## src/rtl/tsst_pkg.sv

```systemverilog
/*
 Package for the touch scan timing sequencer: register offsets, field layout,
 reset values, delay tables, state encoding and carrier structs.
 Assumes a 40 MHz ref_clk; the 4 MHz state-machine tick is derived from it.
*/
package tsst_pkg;
  localparam int REF_CLK_HZ = 40000000;
  localparam int OSC_HZ = 4000000;
  localparam int OSC_DIV = (REF_CLK_HZ + OSC_HZ - 1) / OSC_HZ;
  localparam int CONV_CYCLES_10 = 10;
  localparam int CONV_CYCLES_12 = 12;

  localparam logic [3:0] ADDR_CFG0 = 4'h0;
  localparam logic [3:0] ADDR_CFG1 = 4'h4;
  localparam logic [3:0] ADDR_STATUS = 4'h8;

  localparam int CFG0_CLK_LO = 0;
  localparam int CFG0_CLK_HI = 1;
  localparam int CFG0_SETTLE_LSB = 2;
  localparam int CFG0_PRE_LSB = 5;
  localparam int CFG0_SENSE_LSB = 8;
  localparam int CFG0_RES12 = 11;
  localparam int CFG1_MODE_LSB = 0;
  localparam int CFG1_SAMP_LSB = 2;
  localparam int CFG1_BATCH_LSB = 4;
  localparam int CFG1_ENABLE = 7;
  localparam logic [11:0] CFG0_RESET = 12'h000;
  localparam logic [7:0] CFG1_RESET = 8'h00;

  // Delays in microseconds; converted to 4 MHz ticks (x4)
  localparam logic [15:0] SETTLE_US [8] = '{16'h0000, 16'h000a, 16'h0032, 16'h0064,
                                            16'h00c8, 16'h012c, 16'h01f4, 16'h03e8};
  localparam logic [15:0] PRE_US [8] = '{16'h0001, 16'h0002, 16'h0004, 16'h000a,
                                         16'h0014, 16'h0032, 16'h0064, 16'h00c8};
  localparam logic [15:0] SENSE_US [8] = '{16'h0001, 16'h0002, 16'h0004, 16'h000a,
                                           16'h0020, 16'h0040, 16'h0080, 16'h0100};
  localparam logic [15:0] BATCH_US [8] = '{16'h0000, 16'h0064, 16'h01f4, 16'h03e8,
                                           16'h07d0, 16'h0fa0, 16'h1388, 16'h2710};
  localparam int TICKS_PER_US = OSC_HZ / 1000000;

  typedef enum logic [1:0] {
    TSST_MODE_XY = 2'h0,
    TSST_MODE_XYZ = 2'h1,
    TSST_MODE_X = 2'h2,
    TSST_MODE_Y = 2'h3
  } tsst_mode_t;

  typedef enum logic [1:0] {
    TSST_AX_Y = 2'h0,
    TSST_AX_X = 2'h1,
    TSST_AX_Z = 2'h2
  } tsst_axis_t;

  typedef enum logic [6:0] {
    TSST_IDLE = 7'h01,
    TSST_SETTLE = 7'h02,
    TSST_CONV = 7'h04,
    TSST_PRE = 7'h08,
    TSST_SENSE = 7'h10,
    TSST_BATCH = 7'h20,
    TSST_ERR = 7'h40
  } tsst_state_t;

  typedef struct packed {
    logic xp_supply;
    logic xn_ground;
    logic yp_supply;
    logic yn_ground;
  } tsst_drive_t;

  typedef struct packed {
    logic [3:0] addr;
    logic [15:0] wdata;
    logic wr;
    logic rd;
  } tsst_bus_t;
endpackage : tsst_pkg

```

## src/rtl/tsst_clk_div.sv

```systemverilog
/*
 Tick divider: emits one-cycle enables for the 4 MHz state clock and for the
 converter clock at that rate divided by 1, 2 or 4.
 Assumes a single ref_clk and async active-low reset.
*/
`timescale 1ns/1ps
module tsst_clk_div #(
  parameter int OSC_DIV = tsst_pkg::OSC_DIV
) (
  input wire logic ref_clk,
  input wire logic rstn,
  input wire logic [1:0] clk_divide_sel,
  output logic osc_tick,
  output logic conv_tick
);
  logic [7:0] pre_q, pre_d;
  logic [1:0] sub_q, sub_d;
  logic osc_q, osc_d, conv_q, conv_d;

  always_comb begin
    pre_d = pre_q + 8'h01;
    osc_d = 1'b0;
    conv_d = 1'b0;
    sub_d = sub_q;
    if (pre_q == 8'(OSC_DIV - 1)) begin
      pre_d = 8'h00;
      osc_d = 1'b1;
      sub_d = sub_q + 2'h1;
      case (clk_divide_sel)
        2'h0: conv_d = 1'b1;
        2'h1: conv_d = sub_q[0];
        default: conv_d = (sub_q == 2'h3);
      endcase
    end
  end

  always_ff @(posedge ref_clk or negedge rstn) begin
    if (!rstn) begin
      pre_q <= 8'h00;
      sub_q <= 2'h0;
      osc_q <= 1'b0;
      conv_q <= 1'b0;
    end else begin
      pre_q <= pre_d;
      sub_q <= sub_d;
      osc_q <= osc_d;
      conv_q <= conv_d;
    end
  end

  assign osc_tick = osc_q;
  assign conv_tick = conv_q;
endmodule : tsst_clk_div

```

## src/rtl/tsst_sequencer.sv

```systemverilog
/*
 Touch scan timing sequencer: register port, drive-line control and the
 settle / convert / precharge / sense / batch sequence for one sample set.
 Assumes the converter core samples while conv_busy is high and that
 pen_down is synchronous to ref_clk.
*/
// The register offsets and the address-and-strobe port were decided locally.
`timescale 1ns/1ps
module tsst_sequencer #(
  parameter int SAMPLE_MAX = 8
) (
  input wire logic ref_clk,
  input wire logic rstn,
  input wire logic [3:0] reg_addr,
  input wire logic [15:0] reg_wdata,
  input wire logic reg_wr,
  input wire logic reg_rd,
  output logic [15:0] reg_rdata,
  input wire logic pen_down,
  output tsst_pkg::tsst_drive_t panel_drive,
  output logic conv_busy,
  output logic sample_strobe,
  output logic [1:0] sample_axis,
  output logic set_done
);
  logic osc_tick, conv_tick;
  logic [11:0] cfg0_q, cfg0_d;
  logic [7:0] cfg1_q, cfg1_d;
  logic [15:0] rdata_q, rdata_d;
  tsst_pkg::tsst_state_t st_q, st_d;
  tsst_pkg::tsst_axis_t ax_q, ax_d;
  tsst_pkg::tsst_drive_t drv_q, drv_d;
  logic [17:0] wait_q, wait_d;
  logic [3:0] bit_q, bit_d;
  logic [3:0] samp_q, samp_d;
  logic strobe_q, strobe_d, done_q, done_d, bad_q, bad_d;
  logic [1:0] clk_sel;
  logic res12;
  logic [3:0] conv_bits;
  logic [3:0] samp_target;
  logic [2:0] samp_count;
  tsst_pkg::tsst_mode_t mode;

  assign clk_sel = {cfg0_q[tsst_pkg::CFG0_CLK_HI], cfg0_q[tsst_pkg::CFG0_CLK_LO]};
  assign res12 = cfg0_q[tsst_pkg::CFG0_RES12];
  assign mode = tsst_pkg::tsst_mode_t'(cfg1_q[tsst_pkg::CFG1_MODE_LSB +: 2]);
  assign conv_bits = res12 ? 4'(tsst_pkg::CONV_CYCLES_12) : 4'(tsst_pkg::CONV_CYCLES_10);
  // Three bits so a field of 3 gives four samples, not zero
  assign samp_count = {1'b0, cfg1_q[tsst_pkg::CFG1_SAMP_LSB +: 2]} + 3'h1;
  // Pressure takes two groups, so twice the per-coordinate count
  assign samp_target = (ax_q == tsst_pkg::TSST_AX_Z) ? {samp_count, 1'b0} : {1'b0, samp_count};

  tsst_clk_div u_div (
    .ref_clk(ref_clk),
    .rstn(rstn),
    .clk_divide_sel(clk_sel),
    .osc_tick(osc_tick),
    .conv_tick(conv_tick)
  );

  function automatic logic [17:0] us_ticks(input logic [15:0] us);
    us_ticks = 18'(us) * 18'(tsst_pkg::TICKS_PER_US);
  endfunction : us_ticks

  function automatic tsst_pkg::tsst_drive_t axis_drive(input tsst_pkg::tsst_axis_t ax);
    axis_drive = '0;
    case (ax)
      tsst_pkg::TSST_AX_Y: axis_drive = '{xp_supply: 1'b0, xn_ground: 1'b0, yp_supply: 1'b1, yn_ground: 1'b1};
      tsst_pkg::TSST_AX_X: axis_drive = '{xp_supply: 1'b1, xn_ground: 1'b1, yp_supply: 1'b0, yn_ground: 1'b0};
      tsst_pkg::TSST_AX_Z: axis_drive = '{xp_supply: 1'b0, xn_ground: 1'b1, yp_supply: 1'b1, yn_ground: 1'b0};
      default: axis_drive = '0;
    endcase
  endfunction : axis_drive

  function automatic tsst_pkg::tsst_axis_t first_axis(input tsst_pkg::tsst_mode_t m);
    first_axis = (m == tsst_pkg::TSST_MODE_X) ? tsst_pkg::TSST_AX_X : tsst_pkg::TSST_AX_Y;
  endfunction : first_axis

  // Register port
  always_comb begin
    cfg0_d = cfg0_q;
    cfg1_d = cfg1_q;
    rdata_d = 16'h0000;
    if (reg_wr && reg_addr == tsst_pkg::ADDR_CFG0) begin
      cfg0_d = reg_wdata[11:0];
    end
    if (reg_wr && reg_addr == tsst_pkg::ADDR_CFG1) begin
      cfg1_d = reg_wdata[7:0];
    end
    if (reg_rd) begin
      case (reg_addr)
        tsst_pkg::ADDR_CFG0: rdata_d = {4'h0, cfg0_q};
        tsst_pkg::ADDR_CFG1: rdata_d = {8'h00, cfg1_q};
        tsst_pkg::ADDR_STATUS: rdata_d = {bad_q, 6'h00, st_q, ax_q};
        default: rdata_d = 16'h0000;
      endcase
    end
  end

  always_ff @(posedge ref_clk or negedge rstn) begin
    if (!rstn) begin
      cfg0_q <= tsst_pkg::CFG0_RESET;
      cfg1_q <= tsst_pkg::CFG1_RESET;
      rdata_q <= 16'h0000;
    end else begin
      cfg0_q <= cfg0_d;
      cfg1_q <= cfg1_d;
      rdata_q <= rdata_d;
    end
  end

  // Scan sequence
  always_comb begin
    st_d = st_q;
    ax_d = ax_q;
    drv_d = drv_q;
    wait_d = wait_q;
    bit_d = bit_q;
    samp_d = samp_q;
    strobe_d = 1'b0;
    done_d = 1'b0;
    bad_d = bad_q;
    case (st_q)
      tsst_pkg::TSST_IDLE: begin
        drv_d = '0;
        if (cfg1_q[tsst_pkg::CFG1_ENABLE] && pen_down) begin
          // 12-bit at undivided clock is refused rather than converted badly
          if (res12 && clk_sel == 2'h0) begin
            bad_d = 1'b1;
            st_d = tsst_pkg::TSST_ERR;
          end else begin
            bad_d = 1'b0;
            ax_d = first_axis(mode);
            drv_d = axis_drive(first_axis(mode));
            wait_d = us_ticks(tsst_pkg::SETTLE_US[cfg0_q[tsst_pkg::CFG0_SETTLE_LSB +: 3]]);
            samp_d = 4'h0;
            st_d = tsst_pkg::TSST_SETTLE;
          end
        end
      end
      tsst_pkg::TSST_SETTLE: begin
        // Driver held on; settle time costs drive current
        if (wait_q == 18'h0) begin
          bit_d = 4'h0;
          st_d = tsst_pkg::TSST_CONV;
        end else if (osc_tick) begin
          wait_d = wait_q - 18'h1;
        end
      end
      tsst_pkg::TSST_CONV: begin
        if (conv_tick) begin
          if (bit_q == conv_bits - 4'h1) begin
            bit_d = 4'h0;
            strobe_d = 1'b1;
            samp_d = samp_q + 4'h1;
            if (samp_q + 4'h1 == samp_target) begin
              drv_d = '0;
              samp_d = 4'h0;
              if ((mode == tsst_pkg::TSST_MODE_XY && ax_q == tsst_pkg::TSST_AX_Y) ||
                  (mode == tsst_pkg::TSST_MODE_XYZ && ax_q != tsst_pkg::TSST_AX_Z)) begin
                wait_d = us_ticks(tsst_pkg::PRE_US[cfg0_q[tsst_pkg::CFG0_PRE_LSB +: 3]]);
                st_d = tsst_pkg::TSST_PRE;
              end else begin
                done_d = 1'b1;
                wait_d = us_ticks(tsst_pkg::BATCH_US[cfg1_q[tsst_pkg::CFG1_BATCH_LSB +: 3]]);
                st_d = tsst_pkg::TSST_BATCH;
              end
            end
          end else begin
            bit_d = bit_q + 4'h1;
          end
        end
      end
      tsst_pkg::TSST_PRE: begin
        drv_d = '0;
        if (wait_q == 18'h0) begin
          wait_d = us_ticks(tsst_pkg::SENSE_US[cfg0_q[tsst_pkg::CFG0_SENSE_LSB +: 3]]);
          st_d = tsst_pkg::TSST_SENSE;
        end else if (osc_tick) begin
          wait_d = wait_q - 18'h1;
        end
      end
      tsst_pkg::TSST_SENSE: begin
        drv_d = '0;
        if (wait_q == 18'h0) begin
          ax_d = (ax_q == tsst_pkg::TSST_AX_Y) ? tsst_pkg::TSST_AX_X : tsst_pkg::TSST_AX_Z;
          drv_d = axis_drive((ax_q == tsst_pkg::TSST_AX_Y) ? tsst_pkg::TSST_AX_X : tsst_pkg::TSST_AX_Z);
          wait_d = us_ticks(tsst_pkg::SETTLE_US[cfg0_q[tsst_pkg::CFG0_SETTLE_LSB +: 3]]);
          st_d = tsst_pkg::TSST_SETTLE;
        end else if (osc_tick) begin
          wait_d = wait_q - 18'h1;
        end
      end
      tsst_pkg::TSST_BATCH: begin
        drv_d = '0;
        if (wait_q == 18'h0) begin
          st_d = tsst_pkg::TSST_IDLE;
        end else if (osc_tick) begin
          wait_d = wait_q - 18'h1;
        end
      end
      tsst_pkg::TSST_ERR: begin
        drv_d = '0;
        if (!(res12 && clk_sel == 2'h0) || !cfg1_q[tsst_pkg::CFG1_ENABLE]) begin
          st_d = tsst_pkg::TSST_IDLE;
        end
      end
      default: begin
        drv_d = '0;
        st_d = tsst_pkg::TSST_IDLE;
      end
    endcase
  end

  always_ff @(posedge ref_clk or negedge rstn) begin
    if (!rstn) begin
      st_q <= tsst_pkg::TSST_IDLE;
      ax_q <= tsst_pkg::TSST_AX_Y;
      drv_q <= '0;
      wait_q <= 18'h0;
      bit_q <= 4'h0;
      samp_q <= 4'h0;
      strobe_q <= 1'b0;
      done_q <= 1'b0;
      bad_q <= 1'b0;
    end else begin
      st_q <= st_d;
      ax_q <= ax_d;
      drv_q <= drv_d;
      wait_q <= wait_d;
      bit_q <= bit_d;
      samp_q <= samp_d;
      strobe_q <= strobe_d;
      done_q <= done_d;
      bad_q <= bad_d;
    end
  end

  assign reg_rdata = rdata_q;
  assign panel_drive = drv_q;
  assign conv_busy = (st_q == tsst_pkg::TSST_CONV);
  assign sample_strobe = strobe_q;
  assign sample_axis = ax_q;
  assign set_done = done_q;
endmodule : tsst_sequencer

```

## config.mk

```make
export PLATFORM = sky130hd
export DESIGN_NAME = tsst_sequencer
export DESIGN_NICKNAME = d
export VERILOG_FILES = /design/src/rtl/tsst_pkg.sv /design/src/rtl/tsst_clk_div.sv /design/src/rtl/tsst_sequencer.sv
export SDC_FILE = /design/constraint.sdc
export NUM_CORES = 1
export LEC_CHECK = 0
export BUFFER_PORTS_ARGS = -buffer_cell sky130_fd_sc_hd__buf_2
export CORE_ASPECT_RATIO = 0.75
export CORE_MARGIN = 2
export CORE_UTILIZATION = 40
export CTS_CLUSTER_DIAMETER = 60
export CTS_CLUSTER_SIZE = 24
export DETAILED_ROUTE_END_ITERATION = 12
export PLACE_DENSITY = 0.59
export SYNTH_ARGS = -nofsm -noshare
export SYNTH_HDL_FRONTEND = slang
export SYNTH_SLANG_ARGS = --single-unit
```

## constraint.sdc

```tcl
create_clock -name ref_clk -period 7.8 [get_ports ref_clk]
set_input_delay 1.56 -clock ref_clk [delete_from_list [all_inputs] [get_ports ref_clk]]
set_output_delay 1.56 -clock ref_clk [all_outputs]
set_load 0.03 [all_outputs]
```

# Yosys cells after proc, flatten, opt, wreduce, memory -nomap -nowiden
# Memories as Yosys holds them, arrays and structs flattened.
# Cells that the tools add are included.
[classes] bitwise=5 n_lt_le_gt_ge=4 eq_ne=33 n_addsub=7 n_reduce_logical=29 n_mux=73
[ops] operator="$mux W18" n=10
[ops] operator="$mux W16" n=9
[ops] operator="$pmux W18 S5" n=1
[ops] operator="$mux W7" n=10
[ops] operator="$mux W4" n=15
[ops] operator="$pmux W7 S7" n=1
[ops] operator="$pmux W16 S3" n=1
[ops] operator="$pmux W4 S3" n=2
[ops] operator="$logic_not A18 Y1" n=1
[ops] operator="$ne A2 B2 Y1 const B" n=9
[ops] operator="$sub A18 B1 Y18 const B" n=1
[ops] operator="$ge A4 B4 Y1 const B" n=4
[ops] operator="$not A3 Y4" n=4
[ops] operator="$pmux W4 S2" n=2
[ops] operator="$pmux W4 S4" n=1
[ops] operator="$mux W1" n=12
[ops] operator="$logic_not A2 Y1" n=5
[ops] operator="$reduce_and A9 Y1" n=1
[ops] operator="$add A4 B1 Y4 const B" n=2
[ops] operator="$add A8 B1 Y8 const B" n=1
[ops] operator="$eq A2 B2 Y1 const B" n=4
[ops] operator="$eq A4 B4 Y1" n=2
[ops] operator="$eq A8 B4 Y1 const B" n=1
[ops] operator="$mux W2" n=4
[ops] operator="other kinds (34)" n=48
[word_totals] in_bits=25 elab_cells=174 ff_bits=90 memories=4 rom_bits=512
[mem_list] name="(name not given)" words=8 width=16 rd=1 rd_ports_with_merged_regs=0 wr=0 line="tsst_sequencer.sv:188" text="wait_d = us_ticks(tsst_pkg::SETTLE_US[cfg0_q[tsst_pkg::CFG0_SETTLE_LSB +: 3]]);"
[mem_list] name="(name not given)" words=8 width=16 rd=1 rd_ports_with_merged_regs=0 wr=0 line="tsst_sequencer.sv:177" text="wait_d = us_ticks(tsst_pkg::SENSE_US[cfg0_q[tsst_pkg::CFG0_SENSE_LSB +: 3]]);"
[mem_list] name="(name not given)" words=8 width=16 rd=1 rd_ports_with_merged_regs=0 wr=0 line="tsst_sequencer.sv:165" text="wait_d = us_ticks(tsst_pkg::BATCH_US[cfg1_q[tsst_pkg::CFG1_BATCH_LSB +: 3]]);"
[mem_list] name="(name not given)" words=8 width=16 rd=1 rd_ports_with_merged_regs=0 wr=0 line="tsst_sequencer.sv:161" text="wait_d = us_ticks(tsst_pkg::PRE_US[cfg0_q[tsst_pkg::CFG0_PRE_LSB +: 3]]);"

# Depth between registers and ports, before layout
# Gate-level depths: netlist of run 1.
[logic_depth] ltp_word=9 mapped_depth=11 mapped_depth_nobuf=9

# Modules after synthesis
# Synthesis of run 1 repeated with hierarchy kept, for this count alone.
[hier_totals] hier_cells=509 area_unflattened_um2=4989.8
[by_module_without_submodules] module="tsst_sequencer" cells_each=466 area_each_um2=4468.0 n_inst=1 seq_area_each_um2=1878.1
[by_module_without_submodules] module="tsst_clk_div" cells_each=43 area_each_um2=521.8 n_inst=1 seq_area_each_um2=300.3

# Worst setup path after synthesis of run 1
# No wires, ideal clock.
[synth_timing] path_kind="register -> output" start="register st_q[0]" end="output port conv_busy" path_stages_with_launch=6 path_slack_ns=4.174 path_buffers=2 arrival_time_ns=2.066 required_ns=6.240 path_cell_list="dfstp_2 > clkbuf_1 > nor4_1 > nand4_1 > inv_1 > clkbuf_1"
[synth_between] elab_chain_len=1
[synth_rtl] item="start: declaration" line="tsst_sequencer.sv:30" text="tsst_pkg::tsst_state_t st_q, st_d;"
[synth_rtl] item="start signal: assignment" line="tsst_sequencer.sv:217" text="st_q <= tsst_pkg::TSST_IDLE;"
[synth_rtl] item="start signal: assignment" line="tsst_sequencer.sv:227" text="st_q <= st_d;"
[synth_rtl] item="$eq A7 B3 Y1" line="tsst_sequencer.sv:241" text="assign conv_busy = (st_q == tsst_pkg::TSST_CONV);"
[synth_rtl] item="end: declaration" line="tsst_sequencer.sv:21" text="output logic conv_busy,"
# Every way passes these cells.

# Final worst setup path of run 1
[layout_timing] start="register st_q[1]" end="output port conv_busy"
# Same word-level chain as after synthesis.

==> results of run 1 <==
==> cell type report <==
type	instances	area [um^2]
fill	1227	6660
clock buffer	9	225
inverter	22	82.6
multi-input combinational	418	2760
timing repair buffer	46	243
clock inverter	7	77.6
sequential	87	2180
tap	166	208
==> state kept, by name, summed over array words and instances (netlist names), 4 cells and up <==
signal and flops:
cfg0_q 12, reg_rdata 13, wait_q 18, samp_q 4, u_div.pre_q 8, bit_q 4
panel_drive 4, st_q 7, cfg1_q 8
==> worst paths after layout <==
| path | end | slack [ns] | depth (start not counted) |
|---|---|---|---|
| min in group asynchronous | cfg1_q[4] | 1.43 | 1 |
| min reg2reg | u_div.pre_q[7] | 0.48 | 1 |
| max in group asynchronous | panel_drive[0] | 5.66 | 1 |
| min | u_div.pre_q[7] | 0.48 | 1 |
| max reg2reg | wait_q[3] | 4.14 | 7 |
| max | conv_busy | 3.25 | 4 |
==> per-layer routing <==
| metal | global-route usage | vias to the layer above |
|---|---|---|
| li1 | - | 2080 |
| met3 | 0.0438 | 14 |
| met4 | 0.0497 | 0 |
| met5 | 0 | - |
| met1 | 0.318 | 2111 |
| met2 | 0.291 | 138 |
==> cells in the final DEF, fill, tap and decap left out, types with 6 or more instances in the layout <==
cell       count
or3_1          7
mux2_2        22
o21ai_2       10
mux2i_1        7
dfrtp_1       86
nor2_1        64
and3_1        13
o31ai_1       19
clkbuf_16      9
nand2_1       41
nand4_1        6
nor2b_1        7
xnor2_1       10
buf_2         41
nor3_1        16
o21ai_0       25
a22oi_1       10
ha_1          23
a21oi_1       31
nor4_1        12
inv_1         22
nand3_1       18
==> worst register-to-register path: stages (launching register included) <==
cell and delay, ns:
dfrtp_1 0.44, or4_1 0.66, or3_1 0.50, or3_4 0.48
a21oi_2 0.74, nor2_1 0.12, nor4_1 0.47, o21ai_0 0.13
==> cell families (layout without fill, tap and decap cells) <==
family / after synthesis / count (layout) / share of synthesized area
AND/OR/NAND/NOR: 210 / 210 / 0.206
AO/OA/AOI/OAI: 138 / 138 / 0.182
flip-flops: 87 / 87 / 0.421
buffers and inverters: 53 / 84 / 0.0488
multiplexers: 29 / 29 / 0.0614
adder cells (fa/ha/maj): 23 / 23 / 0.0556
XOR/XNOR: 15 / 15 / 0.0254
other: 1 / 3 / 0.000724
==> report_power, final <==
| part | switching, mW | internal, mW |
|---|---|---|
| logic | 0.273 | 0.170 |
| registers | 0.109 | 0.514 |
| clock network | 0.193 | 0.253 |
| total | 0.575 | 0.937 |
==> through the flow <==
stage               area [um^2]  utilization  cells
floorplan                  5190            -    558
global placement           5470        0.440    739
detailed placement         5470        0.440    739
CTS                        5780        0.464    755
global route               5780        0.464    755
finish                     5780        0.464    755
==> run summary, run 1 <==
Setup Viol. Count Final = 0
Crit path max-delay family = simple AND/OR/NAND/NOR gates
Hpwl dp = 9820 um
Synth cell types = 66
Initial antenna violation count = 0
Number of max-cap violations = 0
Max frequency = 220 MHz
Number of port buffers = 42
Post-synth ARST share = 1.00
Critical Path RT = 6.24 ns
Setup TNS = 0 ns
Post-synth EDFFs = 0
Post-Route WL = 13500 um
Largest net degree at the start of global routing = 88
Routability Congestion = 0.870
Worst IR Drop VDD = 0.000115 V
Die Ht = 103 um
Min Hold Slack = 0.476 ns
Total Routing Usage GR = 0.205
Worst rel slew slack = 0.254
Setup slack after placement = 3.63 ns
Setup repair bufs after CTS = 0
Die Span X = 135 um
Mapped Cells = 556
Period utilisation layout = 0.583
Synth area leader = dfrtp_1
Syn Area/Cell = 9.31 um^2
RSZ-0062 raised after global routing = false
Cts bufs inserted = 9
Crit start category = flop
Register bit total from synthesis = 87
Total Power = 1.51 mW
Dominant cells by area after synthesis = dfrtp_1 42%, ha_1 5.6%, mux2_2 4.8%
Vias in the first global route = 4159
Routed length per instance = 17.9 um
Seq/Total Area, Yosys = 0.421
Most common library cells after synthesis = 86 x dfrtp_1, 64 x nor2_1, 41 x nand2_1
Worst R2R Start = wait_q[11]
Synth Warn # = 0
Synth Flop Type = dfrtp_1
Final #Nets = 632
CTS resizes = 0
Status = completed
Area of the die = 0.0139 mm^2
Diode count = 0
Final critical-path setup slack = 3.25 ns
DRT iter0 DRCs = 385
Root Buffer = clkbuf_16
Layout cells sized above 1 = 0.188
Slew Viols, Final = 0
HP Start = u_div.pre_q[7]
Most numerous cell in the Yosys netlist = dfrtp_1
Setup crit start = st_q[1]
GRT overflow = 0
Core ar. = 0.0124 mm^2
First-pass GRT wire length = 22000 um
Max incr delay on CP = 0.73 ns
Leak = 2.61 nW
TritonCTS clock tree = built
Met3 wire len = 936 um
Synthesized area = 0.00518 mm^2
First-pass detailed-route iteration total = 5
Reg clk slew, reported paths = 0.07 ns
Critical Path, Cell by Cell = nor4_1 -> nand4_1 -> inv_1 -> buf_2
Met2 WL = 5510 um
Power Density = 262 mW/mm^2
WP buf/inv = 2
Top routing layer used = met4
Met1 WL = 6940 um
Worst-Margin Slew = 1.12 ns
DRC = 0
Layout area overhead = 11.5%
Crit end category = primary output
DR vias/cell = 5.75
Clk_lat worst skew = 0.34 ns
I/O pins = 50
H-tree levels = 3
Post-CTS Hold Fix Bufs = 0
CP Data Arrival Time = 2.99 ns
Max FO, Critical Path = 15
Fin Clk Skew = 0.00581 ns
Initial cell density of the core = 0.416
Min cycle time layout = 4.55 ns
Vias = 4343
Clock buffer depth = 2
Critical path class = reg2out
Row cnt = 35
Yosys top cell area share = 0.416
Final hold violations = 0
Worst min-delay path class = reg2reg
Slowest CP cell = nor4_1
Antenna viol nets, final = 0
CTS Sinks = 87
Note: power is estimated with default switching activity, not from simulation.
==> run 2: changes to the inputs <==
Clock period 7.8 ns to 4.7 ns, I/O delays scaled along.
==> run summary, run 2 (synthesis results as in run 1) <==
Status = completed
Final critical-path setup slack = 1.22 ns
WHS Path Cells = 1
Met1 WL = 7220 um
Worst IR Drop VDD = 0.000243 V
Crit end category = primary output
Largest register FFs = 18
Critical Path, Cell by Cell = nor4_1 -> nand4_1 -> inv_1 -> buf_2
Number of max-cap violations = 0
Cts bufs inserted = 9
Commonest non-fill, non-tap cell in the layout = dfrtp_1
Commonest cells after routing, fill and taps aside = 86 x dfrtp_1, 64 x nor2_1, 41 x nand2_1, 41 x buf_2, 31 x a21oi_1
Setup repair bufs after CTS = 0
Crit path max-delay family = simple AND/OR/NAND/NOR gates
Critical Path Stages = 4
CTS Sinks = 87
Die Ht = 103 um
Area of the die = 0.0139 mm^2
Clock buffer depth = 2
TritonCTS clock tree = built
Hpwl dp = 10100 um
I/O pins = 50
DRT iter0 DRCs = 336
Max incr delay on CP = 0.84 ns
CTS resizes = 0
H-tree levels = 3
Fillers = 1224
Critical Path RT = 3.76 ns
Utilization after layout = 0.470
Die Span X = 135 um
Row cnt = 35
First-pass GRT wire length = 22600 um
Core ar. = 0.0124 mm^2
Period utilisation layout = 0.740
RSZ-0062 raised after global routing = false
Min cycle time layout = 3.48 ns
Final non-filler cell area = 0.00585 mm^2
Largest reg by FF count = wait_q
Met3 wire len = 939 um
Slowest CP cell = nor4_1
Vias = 4432
DR vias/cell = 5.82
Final #Nets = 638
Setup Viol. Count Final = 0
Routed length per instance = 18.3 um
Antenna viol nets, final = 0
Post-DP Area = 0.00552 mm^2
Met2 WL = 5630 um
CP Data Arrival Time = 2.54 ns
Post-Route WL = 13900 um
Setup TNS = 0 ns
Leak = 2.65 nW
Post-CTS Hold Fix Bufs = 0
Critical path class = reg2out
Max FO, Critical Path = 12
Final hold violations = 0
Layout cells sized above 1 = 0.197
Vias in the first global route = 4151
Initial antenna violation count = 0
Crit start category = flop
Total Power = 2.59 mW
Setup slack after placement = 1.32 ns
Reg clk slew, reported paths = 0.07 ns
Worst rel slew slack = 0.395
DRC = 0
Initial cell density of the core = 0.416
Worst min-delay path class = reg2reg
Total Routing Usage GR = 0.212
Top routing layer used = met4
Fin Clk Skew = 0.0121 ns
Root Buffer = clkbuf_16
GRT overflow = 0
Layout area overhead = 12.9%
Power Density = 443 mW/mm^2
R2R depth = 7
First-pass detailed-route iteration total = 5
Worst-Margin Slew = 0.899 ns
Diode count = 0
Number of port buffers = 42
Max frequency = 288 MHz
Largest net degree at the start of global routing = 65
WP buf/inv = 2
Slew Viols, Final = 0
Routability Congestion = 0.844
Clk_lat worst skew = 0.35 ns
-- run 2: changes by cell type in the layout (fill, tap and decap cells not counted) --
cell	delta
bufinv_16	+1
clkinv_4	+1
buf_4	+6
inv_6	-1
clkinv_2	-1
-- run 2: layout make-up --
class                      count  area [um^2]  area share
timing repair buffer          52          288      0.0492
inverter                      22         82.6      0.0141
clock inverter                 7          103      0.0176
sequential                    87         2180       0.373
clock buffer                   9          225      0.0385
tap                          166          208      0.0355
multi-input combinational    418         2760       0.472
-- run 2: final timing paths --
path	start	end	slack, ns
hold / removal	u_div.pre_q[7]	u_div.pre_q[7]	0.48
min in group asynchronous	rstn	cfg0_q[4]	0.69
hold reg to reg	u_div.pre_q[7]	u_div.pre_q[7]	0.48
setup reg to reg	wait_q[11]	wait_q[5]	1.28
setup / recovery	st_q[1]	conv_busy	1.22
max in group asynchronous	rstn	cfg0_q[2]	3.15
-- run 2: routing by layer --
layer,vias to the layer above,GRT usage
met5,-,0
met4,0,0.0401
met3,10,0.0423
met2,157,0.298
met1,2170,0.336
li1,2095,-
-- run 2: per-stage QoR --
step / hold slack (ns) / instances
after floorplan: 0.436 / 558
after global placement: 0.461 / 745
after detailed placement: 0.457 / 745
after CTS: 0.476 / 761
after global routing: 0.512 / 761
final: 0.480 / 761
-- run 2: report_power, final --
| group | internal, mW | switching (mW) |
|---|---|---|
| clock network | 0.474 | 0.336 |
| logic | 0.289 | 0.467 |
| registers | 0.853 | 0.170 |
| total | 1.62 | 0.973 |
